[config.mk]
export PLATFORM = sky130hd
export DESIGN_NAME = shc_core
export DESIGN_NICKNAME = d
export VERILOG_FILES = /design/src/common/shc_pkg.sv /design/src/design/shc_sync.sv /design/src/design/shc_clkgen.sv /design/src/design/shc_core.sv
export SDC_FILE = /design/constraint.sdc
export NUM_CORES = 1
export LEC_CHECK = 0
export BUFFER_PORTS_ARGS = -buffer_cell sky130_fd_sc_hd__buf_2
export CORE_MARGIN = 5
export CORE_UTILIZATION = 43
export DETAILED_ROUTE_END_ITERATION = 8
export GPL_ROUTABILITY_DRIVEN = 1
export PLACE_DENSITY_LB_ADDON = 0.08
export SLEW_MARGIN = 40
export SYNTH_ARGS = -nofsm -noshare
export SYNTH_HDL_FRONTEND = slang
export SYNTH_SLANG_ARGS = --single-unit
[constraint.sdc]
create_clock -name clk -period 5.3 [get_ports clk]
set_input_delay 1.06 -clock clk [delete_from_list [all_inputs] [get_ports clk]]
set_output_delay 1.06 -clock clk [all_outputs]
set_load 0.01 [all_outputs]
[src/common/shc_pkg.sv]
// Constants, types and register layout for the serial host/client shift engine.
// Assumes a single 25 MHz core clock and a plain strobe register port.
// Behaviour
// Host starts a cycle by pulling client select low, then clocks data; the core drives select high only, so it never lowers it.
// Data goes host to client on host-out, client to host on host-in.
// One 8-bit shift register shifts a bit out and a bit in together.
// Data write loads shift register in Normal, transmit buffer in Buffer mode.
// Data read returns receive register in Normal, receive FIFO head in Buffer.
// Host makes serial clock from divider; client syncs and samples incoming clock.
// When enabled, force host-in (host) or host-out, clock, select (client) to input.
// Pins set to output by software are driven from the shift logic.
// Client drives host-in line only while select is low, else floats it.
// Software configures everything before finally setting the enable bit.
// In host mode each data write starts a new byte transfer.
// Host Normal write during transfer corrupts the byte and flags collision.
// Normal mode copies received byte to receive register at completion.
// Normal mode software reads each byte before the next one completes.
// Normal completion sets transfer-done flag; interrupt when enabled globally too.
// Buffer-enable bit selects Buffer mode; wait-for-receive bit ignored in host.
// Host Buffer: first write transmits at once, next waits in holding buffer.
// Buffer mode pushes each received byte into a two-entry receive FIFO.
// Buffer mode software pops the FIFO at least every second transfer.
// Buffer mode sets transmit-complete when shift register and buffer are empty.
// Data-empty flag clears on buffer write, sets when buffer moves to shifter.
// Host with select enabled as input: low select drops to client, flags done.
// Transfer-mode field picks clock idle level and sampling edge.
package shc_pkg;

	// ----------------------------------------
	// Register offsets
	// ----------------------------------------
	localparam logic [2:0] SHC_OFF_PRIMARY = 3'h0;
	localparam logic [2:0] SHC_OFF_SECONDARY = 3'h1;
	localparam logic [2:0] SHC_OFF_IRQ_CTRL = 3'h2;
	localparam logic [2:0] SHC_OFF_FLAGS = 3'h3;
	localparam logic [2:0] SHC_OFF_DATA = 3'h4;

	// ----------------------------------------
	// Field positions
	// ----------------------------------------
	localparam int SHC_PRI_ENABLE = 0;
	localparam int SHC_PRI_DIV_LO = 1;
	localparam int SHC_PRI_DOUBLE = 4;
	localparam int SHC_PRI_HOST = 5;
	localparam int SHC_PRI_LSB_FIRST = 6;
	localparam int SHC_SEC_MODE_LO = 0;
	localparam int SHC_SEC_SEL_DIS = 2;
	localparam int SHC_SEC_WAIT_RX = 6;
	localparam int SHC_SEC_BUF_EN = 7;
	localparam int SHC_IRQ_DONE_EN = 0;
	localparam int SHC_IRQ_TXC_EN = 6;
	localparam int SHC_FLG_DONE = 0;
	localparam int SHC_FLG_COLL = 1;
	localparam int SHC_FLG_TXC = 2;
	localparam int SHC_FLG_DRE = 3;

	// ----------------------------------------
	// Reset values and counts
	// ----------------------------------------
	localparam logic [7:0] SHC_RST_BYTE = 8'h00;
	localparam logic [3:0] SHC_LAST_EDGE = 4'hf;
	// Half periods of serial clock, in core cycles, per divider code
	localparam logic [6:0] SHC_HALF_DIV4 = 7'h02;
	localparam logic [6:0] SHC_HALF_DIV16 = 7'h08;
	localparam logic [6:0] SHC_HALF_DIV64 = 7'h20;
	localparam logic [6:0] SHC_HALF_DIV128 = 7'h40;

	typedef struct packed {
		logic sck;
		logic mosi;
		logic miso;
		logic ss;
	} shc_pins_t;

	typedef struct packed {
		logic [2:0] addr;
		logic [7:0] wdata;
		logic we;
		logic re;
	} shc_bus_t;

endpackage

[src/design/shc_sync.sv]
// Two-flop synchroniser for a group of pin inputs.
// Assumes inputs are asynchronous to clk.
`timescale 1ns/1ps
module shc_sync
	import shc_pkg::*;
#(
	parameter int WIDTH = 4
)
(
	input wire logic clk,
	input wire logic srst,
	input wire logic [WIDTH-1:0] async_i,
	output logic [WIDTH-1:0] sync_o
);

	logic [WIDTH-1:0] meta_q;

	// Idle-high reset keeps select and clock from looking active
	always_ff @(posedge clk)
	begin
		if (srst)
		begin
			meta_q <= '1;
			sync_o <= '1;
		end
		else
		begin
			meta_q <= async_i;
			sync_o <= meta_q;
		end
	end

endmodule

[src/design/shc_clkgen.sv]
// Serial clock tick generator for host mode.
// Assumes run stays high for a whole transfer; restarts from zero when low.
`timescale 1ns/1ps
module shc_clkgen
	import shc_pkg::*;
(
	input wire logic clk,
	input wire logic srst,
	input wire logic run,
	input wire logic [1:0] div_sel,
	input wire logic double_rate,
	output logic tick
);

	logic [6:0] cnt_q;
	logic [6:0] half;

	// ----------------------------------------
	// Divider select
	// ----------------------------------------
	always_comb
	begin
		case (div_sel)
			2'h0: half = SHC_HALF_DIV4;
			2'h1: half = SHC_HALF_DIV16;
			2'h2: half = SHC_HALF_DIV64;
			default: half = SHC_HALF_DIV128;
		endcase
		if (double_rate)
			half = {1'b0, half[6:1]};
	end

	assign tick = run && (cnt_q == half - 7'h01);

	always_ff @(posedge clk)
	begin
		if (srst || !run || tick)
			cnt_q <= 7'h00;
		else
			cnt_q <= cnt_q + 7'h01;
	end

endmodule

[src/design/shc_core.sv]
// Serial host/client shift engine with registers, pin control and buffering.
// Assumes pins sit behind an external port with software-set directions.
//
// Our own choices: the plain strobed port and the address map.
`timescale 1ns/1ps
module shc_core
	import shc_pkg::*;
(
	input wire logic clk,
	input wire logic srst,
	input wire shc_bus_t bus,
	output logic [7:0] rdata,
	input wire shc_pins_t pin_i,
	input wire shc_pins_t pin_dir,
	output shc_pins_t pin_o,
	output shc_pins_t pin_oe,
	input wire logic global_irq_en,
	output logic irq
);

	// ----------------------------------------
	// Registers and decoded controls
	// ----------------------------------------
	logic [7:0] primary_control_register_q;
	logic [7:0] secondary_control_register_q;
	logic [7:0] irq_control_register_q;
	logic transfer_done_q;
	logic write_collision_flag_q;
	logic transmit_complete_flag_q;
	logic [7:0] shr_q;
	logic [7:0] txbuf_q;
	logic txbuf_v_q;
	logic [7:0] rx0_q;
	logic [7:0] rx1_q;
	logic [1:0] rx_cnt_q;
	logic [3:0] edge_cnt_q;
	logic busy_q;
	logic sck_lvl_q;
	logic out_q;
	logic sck_prev_q;

	logic enable, host, double_rate_bit, bit_order_select, cpol, cpha;
	logic select_disable_bit, buffer_enable_bit, wait_for_receive_bit;
	logic [1:0] clock_divider_field;
	logic data_register_empty_flag;

	assign enable = primary_control_register_q[SHC_PRI_ENABLE];
	assign clock_divider_field = primary_control_register_q[SHC_PRI_DIV_LO +: 2];
	assign double_rate_bit = primary_control_register_q[SHC_PRI_DOUBLE];
	assign host = primary_control_register_q[SHC_PRI_HOST];
	assign bit_order_select = primary_control_register_q[SHC_PRI_LSB_FIRST];
	assign cpol = secondary_control_register_q[SHC_SEC_MODE_LO + 1];
	assign cpha = secondary_control_register_q[SHC_SEC_MODE_LO];
	assign select_disable_bit = secondary_control_register_q[SHC_SEC_SEL_DIS];
	// Kept for software; only client buffering would use it
	assign wait_for_receive_bit = secondary_control_register_q[SHC_SEC_WAIT_RX];
	assign buffer_enable_bit = secondary_control_register_q[SHC_SEC_BUF_EN];
	assign data_register_empty_flag = !txbuf_v_q;

	// ----------------------------------------
	// Pin synchronisers
	// ----------------------------------------
	shc_pins_t pin_s;

	shc_sync #(.WIDTH(4)) u_sync (
		.clk(clk),
		.srst(srst),
		.async_i(pin_i),
		.sync_o(pin_s)
	);

	// ----------------------------------------
	// Bus decode
	// ----------------------------------------
	logic wr_pri, wr_sec, wr_irq, wr_flg, wr_data, rd_data;

	assign wr_pri = bus.we && bus.addr == SHC_OFF_PRIMARY;
	assign wr_sec = bus.we && bus.addr == SHC_OFF_SECONDARY;
	assign wr_irq = bus.we && bus.addr == SHC_OFF_IRQ_CTRL;
	assign wr_flg = bus.we && bus.addr == SHC_OFF_FLAGS;
	assign wr_data = bus.we && bus.addr == SHC_OFF_DATA;
	assign rd_data = bus.re && bus.addr == SHC_OFF_DATA;

	// ----------------------------------------
	// Shift event generation
	// ----------------------------------------
	logic host_act, client_act, tick, cl_edge, edge_ev, sample_edge, done;
	logic in_bit, sel_lost;
	logic [7:0] shr_shift, done_byte;

	assign host_act = enable && host;
	assign client_act = enable && !host;

	shc_clkgen u_clkgen (
		.clk(clk),
		.srst(srst),
		.run(busy_q && host_act),
		.div_sel(clock_divider_field),
		.double_rate(double_rate_bit),
		.tick(tick)
	);

	// Client clock edges only count while selected
	assign cl_edge = client_act && !pin_s.ss && (pin_s.sck != sck_prev_q);
	assign edge_ev = host_act ? (busy_q && tick) : cl_edge;
	assign sample_edge = edge_cnt_q[0] == cpha;
	assign done = edge_ev && edge_cnt_q == SHC_LAST_EDGE;
	assign in_bit = host_act ? pin_s.miso : pin_s.mosi;

	// One bit in per sample edge, next bit exposed at the far end
	assign shr_shift = bit_order_select ? {in_bit, shr_q[7:1]} : {shr_q[6:0], in_bit};
	assign done_byte = cpha ? shr_shift : shr_q;

	// Another host pulling select low takes the bus from us
	assign sel_lost = host_act && !select_disable_bit && !pin_dir.ss && !pin_s.ss;

	function automatic logic first_bit(input logic [7:0] v, input logic lsb);
		first_bit = lsb ? v[0] : v[7];
	endfunction

	always_ff @(posedge clk)
	begin
		// Matches the synchroniser's reset level so no false edge follows reset
		if (srst)
			sck_prev_q <= 1'b1;
		else
			sck_prev_q <= pin_s.sck;
	end

	// ----------------------------------------
	// Data write decisions
	// ----------------------------------------
	logic cl_busy, host_start, host_coll, to_buf, next_from_buf;

	assign cl_busy = client_act && edge_cnt_q != 4'h0;
	assign host_start = wr_data && host_act && (buffer_enable_bit ? (!busy_q && !txbuf_v_q) : 1'b1);
	assign host_coll = wr_data && host_act && !buffer_enable_bit && busy_q;
	assign to_buf = wr_data && buffer_enable_bit && !txbuf_v_q && !host_start;
	assign next_from_buf = done && buffer_enable_bit && txbuf_v_q;

	// ----------------------------------------
	// Shift register, bit counter, clock level
	// ----------------------------------------
	always_ff @(posedge clk)
	begin
		if (srst)
		begin
			shr_q <= SHC_RST_BYTE;
			out_q <= 1'b0;
		end
		else if (host_coll)
		begin
			// Overwrites the byte mid-flight; the sent byte is garbage
			shr_q <= bus.wdata;
		end
		else if (host_start || (wr_data && client_act && !buffer_enable_bit && !cl_busy))
		begin
			shr_q <= bus.wdata;
			if (!cpha)
				out_q <= first_bit(bus.wdata, bit_order_select);
		end
		else if (next_from_buf)
		begin
			shr_q <= txbuf_q;
			if (!cpha)
				out_q <= first_bit(txbuf_q, bit_order_select);
		end
		else if (edge_ev && sample_edge)
			shr_q <= shr_shift;
		else if (edge_ev)
			out_q <= first_bit(shr_q, bit_order_select);
		else if (client_act && edge_cnt_q == 4'h0 && !cpha)
			out_q <= first_bit(shr_q, bit_order_select);
	end

	always_ff @(posedge clk)
	begin
		if (srst)
			edge_cnt_q <= 4'h0;
		else if (host_start || !enable || (client_act && pin_s.ss))
			edge_cnt_q <= 4'h0;
		else if (edge_ev)
			edge_cnt_q <= edge_cnt_q + 4'h1;
	end

	always_ff @(posedge clk)
	begin
		if (srst)
			busy_q <= 1'b0;
		else if (!host_act || sel_lost)
			busy_q <= 1'b0;
		else if (host_start)
			busy_q <= 1'b1;
		else if (done)
			busy_q <= next_from_buf;
	end

	always_ff @(posedge clk)
	begin
		if (srst)
			sck_lvl_q <= 1'b0;
		else if (!busy_q)
			sck_lvl_q <= cpol;
		else if (edge_ev)
			sck_lvl_q <= !sck_lvl_q;
	end

	// ----------------------------------------
	// Transmit holding buffer
	// ----------------------------------------
	always_ff @(posedge clk)
	begin
		if (srst)
		begin
			txbuf_q <= SHC_RST_BYTE;
			txbuf_v_q <= 1'b0;
		end
		else if (!buffer_enable_bit)
			txbuf_v_q <= 1'b0;
		else if (to_buf)
		begin
			txbuf_q <= bus.wdata;
			txbuf_v_q <= 1'b1;
		end
		else if (next_from_buf)
			txbuf_v_q <= 1'b0;
	end

	// ----------------------------------------
	// Receive register and FIFO
	// ----------------------------------------
	logic pop;

	assign pop = rd_data && buffer_enable_bit && rx_cnt_q != 2'h0;

	always_ff @(posedge clk)
	begin
		if (srst)
		begin
			rx0_q <= SHC_RST_BYTE;
			rx1_q <= SHC_RST_BYTE;
			rx_cnt_q <= 2'h0;
		end
		else if (!buffer_enable_bit)
		begin
			rx_cnt_q <= 2'h0;
			if (done)
				rx0_q <= done_byte;
		end
		else if (done)
		begin
			// Full FIFO loses the newest stored byte if software falls behind
			if (rx_cnt_q == 2'h0 || (pop && rx_cnt_q == 2'h1))
				rx0_q <= done_byte;
			else if (pop)
			begin
				rx0_q <= rx1_q;
				rx1_q <= done_byte;
			end
			else
				rx1_q <= done_byte;
			if (!pop && rx_cnt_q != 2'h2)
				rx_cnt_q <= rx_cnt_q + 2'h1;
		end
		else if (pop)
		begin
			rx0_q <= rx1_q;
			rx_cnt_q <= rx_cnt_q - 2'h1;
		end
	end

	// ----------------------------------------
	// Control registers
	// ----------------------------------------
	always_ff @(posedge clk)
	begin
		if (srst)
			primary_control_register_q <= SHC_RST_BYTE;
		else
		begin
			if (wr_pri)
				primary_control_register_q <= bus.wdata;
			if (sel_lost)
				primary_control_register_q[SHC_PRI_HOST] <= 1'b0;
		end
	end

	always_ff @(posedge clk)
	begin
		if (srst)
		begin
			secondary_control_register_q <= SHC_RST_BYTE;
			irq_control_register_q <= SHC_RST_BYTE;
		end
		else
		begin
			if (wr_sec)
				secondary_control_register_q <= bus.wdata;
			if (wr_irq)
				irq_control_register_q <= bus.wdata;
		end
	end

	// ----------------------------------------
	// Flags: write one to clear, a set in the same cycle wins
	// ----------------------------------------
	logic set_done, set_coll, set_txc;

	assign set_done = (done && !buffer_enable_bit) || sel_lost;
	assign set_coll = host_coll || (wr_data && client_act && !buffer_enable_bit && cl_busy);
	assign set_txc = done && buffer_enable_bit && !txbuf_v_q;

	always_ff @(posedge clk)
	begin
		if (srst)
		begin
			transfer_done_q <= 1'b0;
			write_collision_flag_q <= 1'b0;
			transmit_complete_flag_q <= 1'b0;
		end
		else
		begin
			transfer_done_q <= set_done || (transfer_done_q && !(wr_flg && bus.wdata[SHC_FLG_DONE]));
			write_collision_flag_q <= set_coll || (write_collision_flag_q && !(wr_flg && bus.wdata[SHC_FLG_COLL]));
			transmit_complete_flag_q <= set_txc ||
				(transmit_complete_flag_q && !(wr_flg && bus.wdata[SHC_FLG_TXC]));
		end
	end

	assign irq = global_irq_en && ((transfer_done_q && irq_control_register_q[SHC_IRQ_DONE_EN]) ||
		(transmit_complete_flag_q && irq_control_register_q[SHC_IRQ_TXC_EN]));

	// ----------------------------------------
	// Read data, valid the cycle after the strobe
	// ----------------------------------------
	logic [7:0] flags_view;

	always_comb
	begin
		flags_view = 8'h00;
		flags_view[SHC_FLG_DONE] = transfer_done_q;
		flags_view[SHC_FLG_COLL] = write_collision_flag_q;
		flags_view[SHC_FLG_TXC] = transmit_complete_flag_q;
		flags_view[SHC_FLG_DRE] = data_register_empty_flag;
	end

	always_ff @(posedge clk)
	begin
		if (srst)
			rdata <= 8'h00;
		else if (bus.re)
			case (bus.addr)
				SHC_OFF_PRIMARY: rdata <= primary_control_register_q;
				SHC_OFF_SECONDARY: rdata <= secondary_control_register_q;
				SHC_OFF_IRQ_CTRL: rdata <= irq_control_register_q;
				SHC_OFF_FLAGS: rdata <= flags_view;
				SHC_OFF_DATA: rdata <= rx0_q;
				default: rdata <= 8'h00;
			endcase
	end

	// ----------------------------------------
	// Pin drive
	// ----------------------------------------
	always_comb
	begin
		pin_o.sck = sck_lvl_q;
		pin_o.mosi = out_q;
		pin_o.miso = out_q;
		pin_o.ss = 1'b1;
		pin_oe = '0;
		if (host_act)
		begin
			pin_oe.sck = pin_dir.sck;
			pin_oe.mosi = pin_dir.mosi;
			pin_oe.ss = pin_dir.ss;
			pin_oe.miso = 1'b0;
		end
		else if (client_act)
			pin_oe.miso = pin_dir.miso && !pin_s.ss;
	end

endmodule

* Word-level counts from Yosys, hierarchy flattened
Cells that the tools add are included.
** Operators by class
- Muxes and demuxes :: 40
- Bitwise logic cells :: 3
- Add/sub/neg operators :: 5
- Reduce and logical (&&, ||, !) cells :: 103
- Eq/ne operators :: 17
** Operators with widths (number)
- 8-bit 2-to-1 mux :: 11
- 1-bit logical AND :: 52
- 8-bit one-hot mux with 5 select lines :: 1
- 1-bit 2-to-1 mux :: 22
- 7-bit one-hot mux with 3 select lines :: 1
- 1-bit logical NOT :: 18
- 1-bit logical OR :: 13
- 4-bit nonzero test :: 3
- 2-bit nonzero test :: 5
- 2-bit 2-to-1 mux :: 4
- 2-bit OR reduction :: 4
- 7-bit by 1-bit adder with 7-bit output, second input constant :: 1
- 7-bit equality test :: 1
- 7-bit 2-to-1 mux :: 1
- 7-bit by 1-bit subtractor with 7-bit output, second input constant :: 1
- 3-bit by 2-bit equality test with 1-bit output, second input constant :: 2
- 2-bit != test, second input constant :: 3
- 5-bit AND reduction :: 1
- 4-bit by 1-bit adder with 4-bit output, second input constant :: 1
- 2-bit by 1-bit equality test with 1-bit output, second input constant :: 2
- 4-bit equality test, second input constant :: 1
- 2-bit logical NOT :: 2
- 4-bit logical NOT :: 1
- 2-bit by 1-bit != test with 1-bit output, second input constant :: 2
- other kinds (12) :: 15
** Word-level totals
- Input bits :: 24
- Register bits :: 93
- Output and inout port bits :: 17
- Logic and storage cells :: 190

* Logic depth before layout (Yosys ltp)
- Word-level depth :: 14
- Depth in mapped cells :: 12
- Mapped depth without buffers :: 9

* By module
From an unflattened synthesis, not the netlist that was laid out.
** Second synthesis, totals
- Cell total of the unflattened synthesis :: 514
- Area, all modules :: 4620.7 um^2
** By module, submodules not included
- shc_core :: instances 1, area each 3941.3 um^2, cells each 451, sequential area each 1561.5 um^2
- shc_clkgen :: instances 1, area each 469.2 um^2, cells each 47, sequential area each 140.1 um^2
- shc_sync :: instances 1, area each 210.2 um^2, cells each 16, sequential area each 160.2 um^2

* Worst setup path before layout
Ideal clock, no wire load.
- Kind :: flip-flop to flip-flop
- From :: register primary_control_register_q[1]
- To :: register shr_q[7]
- Buffers on the path :: 1
- Cell stages (with the launch flop) :: 11
- Slack :: 2.234 ns
- Setup time :: 0.070 ns
- Period minus slack after synthesis :: 3.066 ns
- Data arrival time :: 2.995 ns
- Required time :: 5.230 ns
- Path through :: dfxtp_1 buf_2 or3b_1 ha_1 nor3b_1 or3_1 a211o_1 o31ai_4 a21oi_2 or4_1 a21oi_1
** On the way
- Cells in the longest elaborated chain, start to end :: 14
- Elaborated cells between the ends (all ways) :: 18
- Those cells by class :: add/sub: 1; eq/ne: 3; mux: 6; reduce/logical: 8
** Ends and longest elaborated chain
- from (decl) :: RTL line shc_core.sv:24 : logic [7:0] primary_control_register_q;
- from (signal assigned) :: RTL line shc_core.sv:282 : primary_control_register_q <= bus.wdata;
- 2-bit equality test, or another cell as far along :: RTL line shc_clkgen.sv:23 : case (div_sel)
- 7-bit one-hot mux with 3 select lines (*) :: RTL line shc_clkgen.sv:23
- 7-bit 2-to-1 mux (*) :: RTL line shc_clkgen.sv:29 : if (double_rate)
- 7-bit by 1-bit subtractor with 7-bit output (*) :: RTL line shc_clkgen.sv:33 : assign tick = run && (cnt_q == half - 7'h01);
- 7-bit equality test (*) :: RTL line shc_clkgen.sv:33
- 1-bit logical AND (*) :: RTL line shc_clkgen.sv:33
- 1-bit logical AND (*) :: RTL line shc_core.sv:105 : assign edge_ev = host_act ? (busy_q && tick) : cl_edge;
- 1-bit 2-to-1 mux (*) :: RTL line shc_core.sv:105
- 1-bit logical AND :: RTL line shc_core.sv:107 : assign done = edge_ev && edge_cnt_q == SHC_LAST_EDGE;
- 1-bit logical AND (2 in a row) :: RTL line shc_core.sv:139 : assign next_from_buf = done && buffer_enable_bit && txbuf_v_q;
- 8-bit 2-to-1 mux :: RTL line shc_core.sv:162 : else if (next_from_buf)
- 8-bit 2-to-1 mux :: RTL line shc_core.sv:156 : else if (host_start || (wr_data && client_act && !buffer_enable_bit && !cl_busy))
- 8-bit 2-to-1 mux :: RTL line shc_core.sv:151 : else if (host_coll)
- to (signal assigned) :: RTL line shc_core.sv:154 : shr_q <= bus.wdata;
- to (signal assigned) :: RTL line shc_core.sv:158 : shr_q <= bus.wdata;
- to (signal assigned) :: RTL line shc_core.sv:164 : shr_q <= txbuf_q;
- to (decl) :: RTL line shc_core.sv:30 : logic [7:0] shr_q;
Every way passes the cells marked *; elsewhere a longest branch is shown, timed or not.
A chain may end at the register's enable or synchronous reset.

* Final worst setup path
- From :: register primary_control_register_q[4]
- To :: register shr_q[0]
** On the way
- Cells in the longest elaborated chain, start to end :: 12
- Elaborated cells between the ends (all ways) :: 14
- Those cells by class :: add/sub: 1; eq/ne: 1; mux: 5; reduce/logical: 7
** Ends and longest elaborated chain (RTL line)
- 7-bit 2-to-1 mux (*) :: shc_clkgen.sv:29
- 7-bit by 1-bit subtractor with 7-bit output (*) :: shc_clkgen.sv:33
- 7-bit equality test (*) :: shc_clkgen.sv:33
- 1-bit logical AND (*) :: shc_clkgen.sv:33
- 1-bit logical AND (*) :: shc_core.sv:105
- 1-bit 2-to-1 mux (*) :: shc_core.sv:105
- 1-bit logical AND :: shc_core.sv:107
- 1-bit logical AND (2 in a row) :: shc_core.sv:139
- 8-bit 2-to-1 mux :: shc_core.sv:162
- 8-bit 2-to-1 mux :: shc_core.sv:156
- 8-bit 2-to-1 mux :: shc_core.sv:151
Marked as above.

==> results.yml <==
timing:
  max_freq_ghz: 0.2716
  slew-limit-headroom_pct: 50.42
  period_minus_slack_ns: 3.681
  hold_viol_final: 0
  fin_setup_tns_ns: 0
  rsz0062_at_grt: "false"
  setup_slack_ns: 1.619
  drv_slew: 0
  worst_slew_pin_slew_ns: 0.7387
  skew_ns: 0.006507
  finalCritPeriodShare_pct: 69.46
  setup-violations-final: 0
critical_path:
  worst-path-buf-inv: 0
  rr_endpoint: "shr_q[0]$_SDFFE_PP0P_"
  crit_path_max_incr_delay_ns: 0.60
  cp.depth: 9
  critPathLaunch: "primary_control_register_q[4]$_SDFFE_PP0P_"
  r2r_slack_ns: 1.62
  endpoint: "shr_q[0]$_SDFFE_PP0P_"
  critPathLaunchType: "register"
  rr_worst_depth: 9
  critPathKind: "register to register"
  cp_data_required_time_ns: 5.58
  cp_data_arrival_time_ns: 3.96
  cp_max_fo: 15
  end_kind: "register"
  r2r-start: "primary_control_register_q[4]$_SDFFE_PP0P_"
  path_cells: "or3b_1 -> ha_1 -> nor3b_1 -> or3_1 -> a211o_1 -> o31ai_4 -> a21oi_2 -> or4_1 -> a21oi_1"
  crit_family: "simple AND/OR/NAND/NOR gates"
  slowest_stage: "o31ai_4"
routing:
  vias: 4242
  drtPass1Iterations: 5
  drt_iter0_markers: 238
  vias_per_cell: 5.619
  routed_wl_mm: 12.91
  ant_nets: 0
  wl_per_cell_um: 17.10
  drc: 0
synth:
  syn_nets: 628
  synth_edf_count: 0
  synth_top_area_share_pct: 37.79
  synth_common_cells: "dfxtp_1, nand2_1, nor2_1"
  async_reset_ff_share_pct: 0
  syn_area_mm2: 0.004927
  ys_types: 57
  syn_avg_cell_area_um2: 8.240
  synth_top_cell_by_area: "dfxtp_1"
  synth_seq_area_share_pct: 37.79
  synthMostInstantiatedCell: "dfxtp_1"
  synth.area.top_cells: "dfxtp_1, mux2i_1, nand2_1"
  synth_warnings: 0
  synth_ff_type: "dfxtp_1"
  ys_ff_latch: 93
  netlist_instances: 598
run_status:
  status: "finished clean"
cts:
  clk_path_buf_depth: 2
  htreeDepth: 3
  postCtsHoldBufs: 0
  ctsRootBufferMaster: "clkbuf_16"
  path_clk_slew_ns: 0.07
  clock_latency_ns: 0.35
  clock-sinks: 93
  post_cts_buffers: 0
  numCtsBuffers: 9
  post_cts_resized: 0
  cts_tree: "built"
power_and_ir_drop:
  power_frac_comb_pct: 5.7
  power_frac_clock_pct: 44.8
  p_sw_mw: 0.3475
  switching_share_pct: 23.92
  vdd.ir_drop.worst_v: 0.0001652
  powerDensity_mw_per_mm2: 266.8
  p_total_mw: 1.453
  p_seq_share_pct: 49.5
  p_int_mw: 1.105
  p_leak_nw: 2.002
place:
  dp_hpwl_mm: 9.272
  gp_congestion: 0.8659
  placed_cell_area_mm2: 0.005142
  place_ws_ns: 1.675
  numPortBuffers: 39
layout:
  antennaDiodeCount: 0
  area_growth_pct: 10.49
  multi_input_area_mm2: 0.002861
  num-fill-cells: 1117
  fin_util_pct: 48.09
  drive_above_1_share_pct: 16.67
  final_area_mm2: 0.005444
  final-seq-area_mm2: 0.001862
  nets: 637
floorplanning:
  ioPinCount: 41
  start_util_pct: 43.52
  rows: 39
  die_w_um: 117.0
  core_area_mm2: 0.01132
  die_h_um: 117.0
  die-area_mm2: 0.01370
global_route:
  grt_overflow_total: 0
  grt_pass1_vias: 3902
  grt_pass1_wl_mm: 20.90
  met3_usage_pct: 3.085
  antenna_found_initial: 0
  grt_max_degree: 65
  met2_usage_pct: 30.11
  grtUsageTotal_pct: 19.89
  busiest_layer: "met2"
  grtUsageMet1_pct: 28.28
worst_hold_path:
  worstHoldStart: "u_sync.meta_q[3]$_SDFF_PP1_"
  min_path_type: "register to register"
job:
  drv_cap: 0
==> registers in the layout, indices dropped and copies added (netlist names), 4 cells and up <==
name / flops
rx0_q: 8
shr_q: 8
u_sync.meta_q: 4
rx1_q: 8
edge_cnt_q: 4
u_clkgen.cnt_q: 7
secondary_control_register_q: 8
rdata: 8
primary_control_register_q: 8
irq_control_register_q: 8
txbuf_q: 8
u_sync.sync_o: 4
==> area by class of cell <==
class / count / share of cell area, %
clock inverter: 7 / 1.402
tap: 143 / 3.287
inverter: 8 / 0.5516
sequential: 93 / 34.20
timing repair buffer: 41 / 3.861
clock buffer: 9 / 4.137
multi-input combinational: 454 / 52.56
==> cells in the final DEF (no fill, tap or decap), drive strengths merged, types with 10 or more instances in the layout <==
| master | count |
|---|---|
| a21oi | 51 |
| and3 | 16 |
| buf | 41 |
| dfxtp | 93 |
| mux2 | 21 |
| mux2i | 37 |
| nand2 | 83 |
| nand3 | 13 |
| nor2 | 67 |
| nor2b | 12 |
| o21ai | 18 |
| or2 | 13 |
| xnor2 | 10 |
==> worst min path at each step <==
stage	depth (start not counted)	endpoint
6_report	1	u_sync.sync_o[3]$_SDFF_PP1_
5_1_grt	1	u_sync.sync_o[3]$_SDFF_PP1_
4_1_cts	1	u_sync.sync_o[3]$_SDFF_PP1_
3_5_place_dp	1	u_sync.sync_o[3]$_SDFF_PP1_
3_3_place_gp	1	u_sync.sync_o[3]$_SDFF_PP1_
2_1_floorplan	1	u_sync.sync_o[0]$_SDFF_PP1_
==> power by group through the flow <==
| stage | clock, mW | combinational, mW | sequential [mW] |
|---|---|---|---|
| 4_1_cts | 0.672 | 0.0828 | 0.718 |
| 6_report | 0.651 | 0.0826 | 0.719 |
| 3_3_place_gp | 0 | 0.0818 | 0.734 |
| 5_1_grt | 0.702 | 0.0912 | 0.719 |
| 3_5_place_dp | 0 | 0.0824 | 0.734 |
| 2_1_floorplan | 0 | 0.0571 | 0.729 |
==> per-stage QoR <==
step                      hold slack [ns]  instances
after global routing               0.4159        755
after floorplan                    0.3895        598
after global placement             0.3930        739
after CTS                          0.4091        755
final                              0.4079        755
after detailed placement           0.3933        739
==> routing by layer <==
| layer | wire (µm) | vias to the layer above |
|---|---|---|
| li1 | - | 2124 |
| met1 | 6375 | 1984 |
| met2 | 5717 | 109 |
| met3 | 530 | 25 |
| met4 | 284 | 0 |
| met5 | 0 | - |
==> logic make-up (layout without fill, tap and decap cells) <==
group | count (synthesis) | after routing | share of synthesized area, %
and+or+nand+nor | 251 | 251 | 24.40
AOI/OAI and AO/OA | 120 | 120 | 16.07
DFF | 93 | 93 | 37.79
muxes | 59 | 59 | 12.77
buffers and inverters | 51 | 65 | 4.342
xor gates and xnor gates | 17 | 17 | 3.022
adders and majority gates | 6 | 6 | 1.524
other | 1 | 1 | 0.07611
Note: power is estimated with default switching activity, not from simulation.
